### config.mk
export PLATFORM = sky130hd
export DESIGN_NAME = microcore_shift_unit
export DESIGN_NICKNAME = d
export VERILOG_FILES = /design/src/shift_pkg.sv /design/src/shift_ctl_if.sv /design/src/microcore_shift_unit.sv /design/src/shift_decoder.sv /design/src/shift_step.sv
export SDC_FILE = /design/constraint.sdc
export NUM_CORES = 1
export LEC_CHECK = 0
export CAP_MARGIN = 20
export CELL_PAD_IN_SITES_DETAIL_PLACEMENT = 0
export CELL_PAD_IN_SITES_GLOBAL_PLACEMENT = 1
export CORE_MARGIN = 1.5
export CORE_UTILIZATION = 47
export CTS_CLUSTER_DIAMETER = 80
export CTS_CLUSTER_SIZE = 20
export DETAILED_ROUTE_END_ITERATION = 16
export DONT_BUFFER_PORTS = 1
export PLACE_DENSITY = 0.85
export SLEW_MARGIN = 20
export SYNTH_ARGS = -nofsm -noshare
export SYNTH_HDL_FRONTEND = slang
export SYNTH_HIERARCHICAL = 1
export SYNTH_SLANG_ARGS = --single-unit
### constraint.sdc
create_clock -name hclk -period 3 [get_ports hclk]
set_clock_uncertainty 0.2 [all_clocks]
set_input_delay 0.45 -clock hclk [delete_from_list [all_inputs] [get_ports hclk]]
set_output_delay 0.45 -clock hclk [all_outputs]
set_load 0.005 [all_outputs]
### src/shift_pkg.sv
package shift_pkg;

	localparam int unsigned DATA_W     = 16;
	localparam int unsigned PAIR_W     = 32;
	localparam int unsigned ALU_COUNT  = 8;
	localparam int unsigned BYTE_SHIFT = 8;

	// Byte addresses of the register map
	localparam logic [7:0] OFF_ALU_BASE = 8'h00;
	localparam logic [7:0] OFF_PROD_HI  = 8'h20;
	localparam logic [7:0] OFF_PROD_LO  = 8'h24;
	localparam logic [7:0] OFF_INSTR    = 8'h28;
	localparam logic [7:0] OFF_STATUS   = 8'h2C;

	// Status register bit positions
	localparam int unsigned ST_BUSY_BIT  = 0;
	localparam int unsigned ST_OBIT_BIT  = 1;
	localparam int unsigned ST_LOSS_BIT  = 2;
	localparam int unsigned ST_OVF_BIT   = 3;
	localparam int unsigned ST_BADOP_BIT = 4;

	// Reset values
	localparam logic [15:0] REG_RESET  = 16'h0000;
	localparam logic [31:0] WORD_RESET = 32'h0000_0000;

	// Bus encodings
	localparam logic [2:0] HSIZE_WORD = 3'h2;

	// Instruction encodings
	localparam logic [9:0]  ENC_PRR_REG = 10'h0E4;
	localparam logic [8:0]  ENC_PRR_IMM = 9'h070;
	localparam logic [2:0]  ENC_PR_TAIL = 3'h5;
	localparam logic [9:0]  ENC_SHL     = 10'h0BA;
	localparam logic [12:0] ENC_BYTL    = 13'h05DF;
	localparam logic [12:0] ENC_BYTR    = 13'h05DE;
	localparam logic [8:0]  ENC_SHLI    = 9'h05A;
	localparam logic [9:0]  ENC_SHLS    = 10'h0B8;
	localparam logic [8:0]  ENC_SHLSI   = 9'h058;
	localparam logic [9:0]  ENC_SHR     = 10'h0B9;
	localparam logic [8:0]  ENC_SHRI    = 9'h059;
	localparam logic [9:0]  ENC_SHRS    = 10'h0B7;

	typedef enum logic [2:0] {
		K_NONE = 3'h0,
		K_PRR  = 3'h1,
		K_SHL  = 3'h2,
		K_SHLS = 3'h3,
		K_SHR  = 3'h4,
		K_SHRS = 3'h5,
		K_BYTL = 3'h6,
		K_BYTR = 3'h7
	} op_kind_t;

	typedef enum logic [1:0] {
		ST_IDLE = 2'b01,
		ST_RUN  = 2'b10
	} run_state_t;

endpackage

### src/shift_ctl_if.sv
`timescale 1ns/1ps
interface shift_ctl_if;
	logic [15:0]          instr;
	shift_pkg::op_kind_t  kind;
	logic                 by_imm;
	logic [2:0]           dst_sel;
	logic [2:0]           src_sel;
	logic [3:0]           imm;
	logic [31:0]          step_in;
	logic [31:0]          step_out;
	logic                 step_left;
	logic                 step_signed;
	logic                 step_wide;
	logic                 step_bit;
	logic                 step_lost;

	modport decode (input instr, output kind, by_imm, dst_sel, src_sel, imm);
	modport step (input step_in, step_left, step_signed, step_wide,
		output step_out, step_bit, step_lost);
	modport core (output instr, step_in, step_left, step_signed, step_wide,
		input kind, by_imm, dst_sel, src_sel, imm, step_out, step_bit, step_lost);
endinterface

### src/microcore_shift_unit.sv
// Added by the designer: the register addresses and the AHB-Lite interface to the registers.
`timescale 1ns/1ps
module microcore_shift_unit (
	input  wire logic        hclk,
	input  wire logic        hresetn,
	input  wire logic        hsel,
	input  wire logic [31:0] haddr,
	input  wire logic [1:0]  htrans,
	input  wire logic        hwrite,
	input  wire logic [2:0]  hsize,
	input  wire logic [31:0] hwdata,
	input  wire logic        hready,
	output logic      [31:0] hrdata,
	output logic             hreadyout,
	output logic             hresp,
	output logic             shift_busy,
	output logic             shifted_out_flag,
	output logic             precision_loss_flag,
	output logic             shift_overflow_flag
);
	shift_ctl_if ctl ();

	shift_decoder u_dec (
		.ctl (ctl)
	);

	shift_step u_step (
		.ctl (ctl)
	);

	logic [15:0]              alu_q [shift_pkg::ALU_COUNT];
	logic [15:0]              prod_hi_q;
	logic [15:0]              prod_lo_q;
	shift_pkg::run_state_t    state_q;
	shift_pkg::op_kind_t      kind_q;
	logic [2:0]               dst_q;
	logic [31:0]              work_q;
	logic [15:0]              cnt_q;
	logic                     acc_q;
	logic                     obit_q;
	logic                     loss_q;
	logic                     ovf_q;
	logic                     bad_op_q;
	logic                     pend_q;
	logic                     wr_q;
	logic                     map_q;
	logic                     rdy_q;
	logic [7:0]               addr_q;
	logic [31:0]              hrdata_q;

	logic                     busy;
	logic                     accept;
	logic                     wr_go;
	logic                     rd_load;
	logic                     alu_hit;
	logic [2:0]               alu_idx;
	logic                     instr_wr;
	logic                     legal;
	logic                     is_byte;
	logic [15:0]              amount;
	logic                     launch;
	logic                     byte_go;
	logic                     zero_go;
	logic                     run_go;
	logic [15:0]              dst_val;
	logic [15:0]              byte_res;
	logic                     done_run;
	logic                     kind_right_q;
	logic                     dec_right;
	logic                     flag_upd;
	logic                     flag_right;
	logic                     new_obit;
	logic                     new_evt;
	logic [31:0]              start_val;
	logic                     wb_alu;
	logic                     wb_prod;
	logic [2:0]               wb_idx;
	logic [15:0]              wb_val;
	logic [31:0]              rdata;
	logic [31:0]              status_word;

	// Bus slave: writes stall while a shift runs, reads take one wait state
	assign busy      = state_q == shift_pkg::ST_RUN;
	assign accept    = hsel & htrans[1] & hready;
	assign wr_go     = pend_q & wr_q & ~busy & map_q;
	assign rd_load   = pend_q & ~wr_q & ~rdy_q;
	assign hreadyout = ~pend_q | (wr_q ? ~busy : rdy_q);
	assign hresp     = 1'b0;
	assign hrdata    = hrdata_q;
	assign alu_hit   = addr_q[7:5] == shift_pkg::OFF_ALU_BASE[7:5];
	assign alu_idx   = addr_q[4:2];
	assign instr_wr  = wr_go && addr_q == shift_pkg::OFF_INSTR;

	// Instruction issue
	assign ctl.instr = hwdata[15:0];
	assign legal     = ctl.kind != shift_pkg::K_NONE;
	assign is_byte   = ctl.kind == shift_pkg::K_BYTL || ctl.kind == shift_pkg::K_BYTR;
	assign amount    = ctl.by_imm ? {12'h000, ctl.imm} : alu_q[ctl.src_sel];
	assign launch    = instr_wr & legal;
	assign byte_go   = launch & is_byte;
	assign zero_go   = launch & ~is_byte & (amount == 16'h0000);
	assign run_go    = launch & ~is_byte & (amount != 16'h0000);
	assign dst_val   = alu_q[ctl.dst_sel];
	assign byte_res  = (ctl.kind == shift_pkg::K_BYTL) ? dst_val << shift_pkg::BYTE_SHIFT
		: dst_val >> shift_pkg::BYTE_SHIFT;
	assign start_val = (ctl.kind == shift_pkg::K_PRR) ? {prod_hi_q, prod_lo_q}
		: {16'h0000, dst_val};

	// Stepper control
	assign ctl.step_in     = work_q;
	assign ctl.step_left   = kind_q == shift_pkg::K_SHL || kind_q == shift_pkg::K_SHLS;
	assign ctl.step_signed = kind_q == shift_pkg::K_SHLS || kind_q == shift_pkg::K_SHRS;
	assign ctl.step_wide   = kind_q == shift_pkg::K_PRR;
	assign done_run        = busy && cnt_q == 16'h0001;

	// Condition flags
	assign kind_right_q = kind_q == shift_pkg::K_PRR || kind_q == shift_pkg::K_SHR
		|| kind_q == shift_pkg::K_SHRS;
	assign dec_right = ctl.kind == shift_pkg::K_PRR || ctl.kind == shift_pkg::K_SHR
		|| ctl.kind == shift_pkg::K_SHRS || ctl.kind == shift_pkg::K_BYTR;
	assign flag_upd   = done_run | byte_go | zero_go;
	assign flag_right = done_run ? kind_right_q : dec_right;
	assign new_obit = done_run ? ctl.step_bit
		: byte_go ? (dec_right ? dst_val[shift_pkg::BYTE_SHIFT - 1]
		: dst_val[shift_pkg::BYTE_SHIFT]) : 1'b0;
	assign new_evt = done_run ? (acc_q | ctl.step_lost)
		: byte_go ? (dec_right ? |dst_val[shift_pkg::BYTE_SHIFT - 1:0]
		: |dst_val[15:shift_pkg::BYTE_SHIFT]) : 1'b0;

	// Write-back
	assign wb_prod = done_run && kind_q == shift_pkg::K_PRR;
	assign wb_alu  = (done_run && kind_q != shift_pkg::K_PRR) || byte_go;
	assign wb_idx  = done_run ? dst_q : ctl.dst_sel;
	assign wb_val  = done_run ? ctl.step_out[15:0] : byte_res;

	// Read data
	assign status_word = {27'h0000000, bad_op_q, ovf_q, loss_q, obit_q, busy};
	assign rdata = !map_q ? shift_pkg::WORD_RESET
		: alu_hit ? {16'h0000, alu_q[alu_idx]}
		: (addr_q == shift_pkg::OFF_PROD_HI) ? {16'h0000, prod_hi_q}
		: (addr_q == shift_pkg::OFF_PROD_LO) ? {16'h0000, prod_lo_q}
		: (addr_q == shift_pkg::OFF_STATUS) ? status_word
		: shift_pkg::WORD_RESET;

	assign shift_busy          = busy;
	assign shifted_out_flag    = obit_q;
	assign precision_loss_flag = loss_q;
	assign shift_overflow_flag = ovf_q;

	always_ff @(posedge hclk or negedge hresetn) begin
		if (!hresetn) begin
			pend_q <= 1'b0;
			wr_q   <= 1'b0;
			map_q  <= 1'b0;
			addr_q <= 8'h00;
		end else if (accept) begin
			pend_q <= 1'b1;
			wr_q   <= hwrite;
			map_q  <= haddr[31:8] == 24'h000000 && hsize == shift_pkg::HSIZE_WORD;
			addr_q <= haddr[7:0];
		end else if (hreadyout) begin
			pend_q <= 1'b0;
		end
	end

	always_ff @(posedge hclk or negedge hresetn) begin
		if (!hresetn) begin
			rdy_q    <= 1'b0;
			hrdata_q <= shift_pkg::WORD_RESET;
		end else if (rd_load) begin
			rdy_q    <= 1'b1;
			hrdata_q <= rdata;
		end else if (hreadyout) begin
			rdy_q <= 1'b0;
		end
	end

	always_ff @(posedge hclk or negedge hresetn) begin
		if (!hresetn) begin
			state_q <= shift_pkg::ST_IDLE;
		end else begin
			unique case (state_q)
				shift_pkg::ST_IDLE: begin
					if (run_go) begin
						state_q <= shift_pkg::ST_RUN;
					end
				end
				shift_pkg::ST_RUN: begin
					if (done_run) begin
						state_q <= shift_pkg::ST_IDLE;
					end
				end
				default: begin
					state_q <= shift_pkg::ST_IDLE;
				end
			endcase
		end
	end

	always_ff @(posedge hclk or negedge hresetn) begin
		if (!hresetn) begin
			work_q <= shift_pkg::WORD_RESET;
			cnt_q  <= shift_pkg::REG_RESET;
			acc_q  <= 1'b0;
			kind_q <= shift_pkg::K_NONE;
			dst_q  <= 3'h0;
		end else if (run_go) begin
			work_q <= start_val;
			cnt_q  <= amount;
			acc_q  <= 1'b0;
			kind_q <= ctl.kind;
			dst_q  <= ctl.dst_sel;
		end else if (busy) begin
			work_q <= ctl.step_out;
			cnt_q  <= cnt_q - 16'h0001;
			acc_q  <= acc_q | ctl.step_lost;
		end
	end

	always_ff @(posedge hclk or negedge hresetn) begin
		if (!hresetn) begin
			obit_q   <= 1'b0;
			loss_q   <= 1'b0;
			ovf_q    <= 1'b0;
			bad_op_q <= 1'b0;
		end else begin
			if (flag_upd) begin
				obit_q <= new_obit;
				if (flag_right) begin
					loss_q <= new_evt;
				end else begin
					ovf_q <= new_evt;
				end
			end
			if (instr_wr) begin
				bad_op_q <= ~legal;
			end
		end
	end

	always_ff @(posedge hclk or negedge hresetn) begin
		if (!hresetn) begin
			for (int i = 0; i < shift_pkg::ALU_COUNT; i++) begin
				alu_q[i] <= shift_pkg::REG_RESET;
			end
		end else if (wb_alu) begin
			alu_q[wb_idx] <= wb_val;
		end else if (wr_go && alu_hit) begin
			alu_q[alu_idx] <= hwdata[15:0];
		end
	end

	always_ff @(posedge hclk or negedge hresetn) begin
		if (!hresetn) begin
			prod_hi_q <= shift_pkg::REG_RESET;
			prod_lo_q <= shift_pkg::REG_RESET;
		end else if (wb_prod) begin
			prod_hi_q <= ctl.step_out[31:16];
			prod_lo_q <= ctl.step_out[15:0];
		end else if (wr_go && addr_q == shift_pkg::OFF_PROD_HI) begin
			prod_hi_q <= hwdata[15:0];
		end else if (wr_go && addr_q == shift_pkg::OFF_PROD_LO) begin
			prod_lo_q <= hwdata[15:0];
		end
	end

	// Assertion helpers
	logic [15:0] amt_q;
	logic [15:0] run_len_q;

	always_ff @(posedge hclk or negedge hresetn) begin
		if (!hresetn) begin
			amt_q     <= shift_pkg::REG_RESET;
			run_len_q <= shift_pkg::REG_RESET;
		end else if (run_go) begin
			amt_q     <= amount;
			run_len_q <= shift_pkg::REG_RESET;
		end else if (busy) begin
			run_len_q <= run_len_q + 16'h0001;
		end
	end
endmodule

### src/shift_decoder.sv
`timescale 1ns/1ps
module shift_decoder (
	shift_ctl_if.decode ctl
);
	logic m_prr_reg;
	logic m_prr_imm;
	logic m_shl;
	logic m_bytl;
	logic m_bytr;
	logic m_shli;
	logic m_shls;
	logic m_shlsi;
	logic m_shr;
	logic m_shri;
	logic m_shrs;

	assign m_prr_reg = ctl.instr[15:6] == shift_pkg::ENC_PRR_REG
		&& ctl.instr[2:0] == shift_pkg::ENC_PR_TAIL;
	assign m_prr_imm = ctl.instr[15:7] == shift_pkg::ENC_PRR_IMM
		&& ctl.instr[2:0] == shift_pkg::ENC_PR_TAIL;
	assign m_shl   = ctl.instr[15:6] == shift_pkg::ENC_SHL;
	assign m_bytl  = ctl.instr[15:3] == shift_pkg::ENC_BYTL;
	assign m_bytr  = ctl.instr[15:3] == shift_pkg::ENC_BYTR;
	assign m_shli  = ctl.instr[15:7] == shift_pkg::ENC_SHLI;
	assign m_shls  = ctl.instr[15:6] == shift_pkg::ENC_SHLS;
	assign m_shlsi = ctl.instr[15:7] == shift_pkg::ENC_SHLSI;
	assign m_shr   = ctl.instr[15:6] == shift_pkg::ENC_SHR;
	assign m_shri  = ctl.instr[15:7] == shift_pkg::ENC_SHRI;
	assign m_shrs  = ctl.instr[15:6] == shift_pkg::ENC_SHRS;

	assign ctl.kind = (m_prr_reg | m_prr_imm) ? shift_pkg::K_PRR :
		(m_shl | m_shli) ? shift_pkg::K_SHL :
		(m_shls | m_shlsi) ? shift_pkg::K_SHLS :
		(m_shr | m_shri) ? shift_pkg::K_SHR :
		m_shrs ? shift_pkg::K_SHRS :
		m_bytl ? shift_pkg::K_BYTL :
		m_bytr ? shift_pkg::K_BYTR : shift_pkg::K_NONE;

	// Immediate forms carry a 4-bit count in bits 6..3
	assign ctl.by_imm  = m_prr_imm | m_shli | m_shlsi | m_shri;
	assign ctl.imm     = ctl.instr[6:3];
	assign ctl.src_sel = ctl.instr[5:3];
	assign ctl.dst_sel = ctl.instr[2:0];
endmodule

### src/shift_step.sv
`timescale 1ns/1ps
module shift_step (
	shift_ctl_if.step ctl
);
	logic [31:0] left_val;
	logic [31:0] right_val;
	logic [31:0] in;

	assign in = ctl.step_in;

	// Signed forms keep bit 15 and move only bits 14..0
	assign left_val = ctl.step_signed ? {16'h0000, in[15], in[13:0], 1'b0}
		: {16'h0000, in[14:0], 1'b0};
	assign right_val = ctl.step_wide ? {1'b0, in[31:1]}
		: ctl.step_signed ? {16'h0000, in[15], in[15:1]}
		: {17'h00000, in[15:1]};

	assign ctl.step_out = ctl.step_left ? left_val : right_val;
	assign ctl.step_bit = ctl.step_left ? (ctl.step_signed ? in[14] : in[15]) : in[0];
	// Left signed overflow: a bit differing from the sign leaves bit 14
	assign ctl.step_lost = (ctl.step_left && ctl.step_signed) ? (in[14] ^ in[15])
		: ctl.step_bit;
endmodule

==> flow_summary.ini <==
[sta]
rsz0062_at_grt = yes
fmax_ghz = 0.3388
period_minus_slack_ns = 2.951
hold_violations = 249
fin_setup_tns_ns = 0
finalCritPeriodShare_pct = 98.38
worst_pin_slew_ns = 0.9637
final_max_slew_viol_count = 0
slew_headroom_pct = 35.51
setup_violations = 0
fin_hold_ws_ns = -0.5959

[run]
drv_cap = 0

[global_routing]
first_global_vias = 14115
grt_pass1_wl_um = 88490
gr-total-overflow = 0
grt_max_degree = 250
antenna_found_initial = 0
grt_use_total_pct = 32.55

[detailed_routing]
wl_per_cell_um = 27.64
first_pass_iters = 6
ant_nets = 0
finalWirelength_um = 59060
avgViaCountPerCell = 6.799
drc = 0
vias = 14529
drt_iter0_markers = 1772

[critical_path]
setup.worst_path.end_class = flop
cpPeakStageDelay_ns = 0.56
cp.required_ns = 3.21
r2r_cells = 9
start_kind = flop
cp_common_cell = buf_12
cp.arrival_ns = 3.16
crit_fanout = 13
crit_slowest_cell = mux4_2
crit_path_cell_trace = mux4_2, a22oi_2, o2111ai_2, nor4_4, a31oi_4, buf_12, buf_12, a22oi_1, o21ai_1
path_class = flop to flop

[floorplan]
dieArea_um2 = 36430
rows = 68
die_h_um = 190.9
core-area_um2 = 34630
initial_utilization_pct = 47.90
chipWidth_um = 190.9
io_pins = 112

[clocking]
clockBufferDepth = 3
cts_inserted_buffers = 17
tritoncts = yes
holdBufCountCts = 33
cts.sinks = 249
root_buffer = clkbuf_16
clkTransAtPathRegs_ns = 0.09
htreeDepth = 1
clkLatencyLatePin_ns = 0.53

[pwr]
power_frac_seq_pct = 49.6
switching_power_w = 0.002139
power.density_nw_per_um2 = 380.8
power.internal_w = 0.005066
power.total_w = 0.007205
leakagePower_nw = 7.737
power_frac_clock_pct = 32.9
p_sw_share_pct = 29.69
ir_worst_vdd_v = 0.0003762
combPwrFrac_pct = 17.5

[cells_and_area]
nNetsFinal = 1752
multi_input_area_um2 = 9682
insertedDiodeCount = 0
seqCellArea_um2 = 6235
syn_to_final_growth_pct = 14.05
drive_above_1_share_pct = 28.66
final_cell_mix = 246 x dfrtp_1, 194 x nand2_1, 147 x buf_4
postLayoutCellArea_um2 = 18920
final_common_cell = dfrtp_1
nFillCells = 2921
final_util_pct = 54.64

[synth]
synth_ff_type = dfrtp_1
synth_async_sr_flop_share_pct = 100.0
synth_edf_count = 0
synth_cells = 1608
syn_area_um2 = 16590
ys_ff_latch = 249
syn_avg_cell_area_um2 = 10.32
ys_warn_count = 6
ys_types = 83
synth_seq_area_share_pct = 37.57

[placed_design]
place.gp.congestion = 0.9738
placed_area_um2 = 17940
hpwl_um = 39340
portBuffers = 0

[status]
violations = negative hold slack
status = finished with violations

[worst_hold_path]
hold_path_class = input pin to async pin
flip-flops by register name, summed over array words and instances, names as in the netlist:
signal / flops
pend_q: 1
shifted_out_flag: 1
addr_q: 8
wr_q: 1
bad_op_q: 1
prod_lo_q: 16
acc_q: 1
hrdata: 16
map_q: 1
precision_loss_flag: 1
ctl.step_in: 32
alu_q: 128
kind_q: 3
prod_hi_q: 16
rdy_q: 1
shift_overflow_flag: 1
cnt_q: 16
state_q: 2
dst_q: 3
stage by stage:
step	instances	setup WS, ns
final	2137	0.04856
after global routing	2137	-0.005247
after CTS	2127	0.008321
after detailed placement	2068	-0.2345
after global placement	2068	-0.2259
after floorplan	1624	-0.02364
cells in the mapped netlist (all sizes together) (4+ instances only):
cell type    n  area, um^2
a221o        5       50.05
buf         94       574.3
a222oi      11       110.1
nand4        7       43.79
clkbuf      74       277.8
nand2      195       732.0
nor3        15       80.08
nor2        89       339.1
nor2b        9       56.30
mux2i       79       790.8
o31ai        9       67.56
or3          7       43.79
nor4        21       211.5
a21oi       60       300.3
o2bb2ai     12       105.1
nand3b       7       65.06
nor4b        7       73.82
and2        21       131.4
a22oi       46       350.3
o21ai      171       878.3
xnor2        5       43.79
inv         23       86.33
mux2       139        1569
o22ai        6       37.54
o21a         4       30.03
a211oi       5       37.54
a32oi       13       113.9
dfrtp      248        6206
nand4b       6       82.58
a31oi        4       25.02
mux4        94        2117
nand2b      11       76.32
nand3       30       155.1
a22o        31       271.5
power groups by stage:
| stage | clock network (W) | logic [W] | registers [W] |
|---|---|---|---|
| 6_report | 0.00237 | 0.00126 | 0.00357 |
| 5_1_grt | 0.00251 | 0.00132 | 0.00359 |
| 4_1_cts | 0.00241 | 0.00120 | 0.00357 |
| 3_5_place_dp | 0 | 0.00112 | 0.00363 |
| 3_3_place_gp | 0 | 0.00109 | 0.00362 |
| 2_1_floorplan | 0 | 0.000835 | 0.00361 |
worst paths after layout:
path / startpoint / to / slack [ns]
worst max-delay path: alu_q[120] / ctl.step_in[14] / 0.05
worst min-delay path: hresetn / hrdata[12] / -0.60
worst max register to register: alu_q[120] / ctl.step_in[14] / 0.05
worst min register to register: bad_op_q / bad_op_q / 0.32
max in group asynchronous: hresetn / state_q[0] / 2.87
min in group hclk: hwdata[7] / alu_q[23] / 0.03
layout make-up:
cell class	instances	share of cell area [%]
Clock buffer	21	2.381
Tap cell	455	3.009
Sequential cell	249	32.95
Clock inverter	4	0.2249
Multi-Input combinational cell	1184	51.17
Timing Repair Buffer	201	9.801
Inverter	23	0.4563
critical path, delay by kind of cell, from the launching register on:
kind | cells | cell delay (ns)
simple gates | 1 | 0.35
mux | 1 | 0.56
flops | 1 | 0.43
compound gates | 5 | 0.94
buf+inv | 2 | 0.36
cell families after synthesis:
kind of cell             share of synthesized area [%]
AO/OA/AOI/OAI                                    15.79
XOR/XNOR                                        0.4224
adder cells (fa/ha/maj)                         0.1508
buffers and inverters                            5.657
flip-flops                                       37.57
multiplexers                                     26.99
other                                          0.04527
AND/OR/NAND/NOR                                  13.37
per-layer routing:
metal / up-vias / wire [um] / global-route usage [%] / share of wire, %
li1: 6101 / - / - / -
met1: 7176 / 21130 / 40.64 / 36
met2: 962 / 26730 / 49.82 / 45
met3: 290 / 6835 / 8.925 / 12
met4: 0 / 4366 / 20.68 / 7.4
met5: - / 0 / 0 / 0
timing repair:
action / 4_1_cts / 5_1_grt
setup endpoints to repair: 62 / 133
setup buffers: 1 / 10
hold endpoints to repair: 392 / 249
pin swaps: 1 / 12
resized for setup: 2 / 21
(Power assumes the default switching activity.)
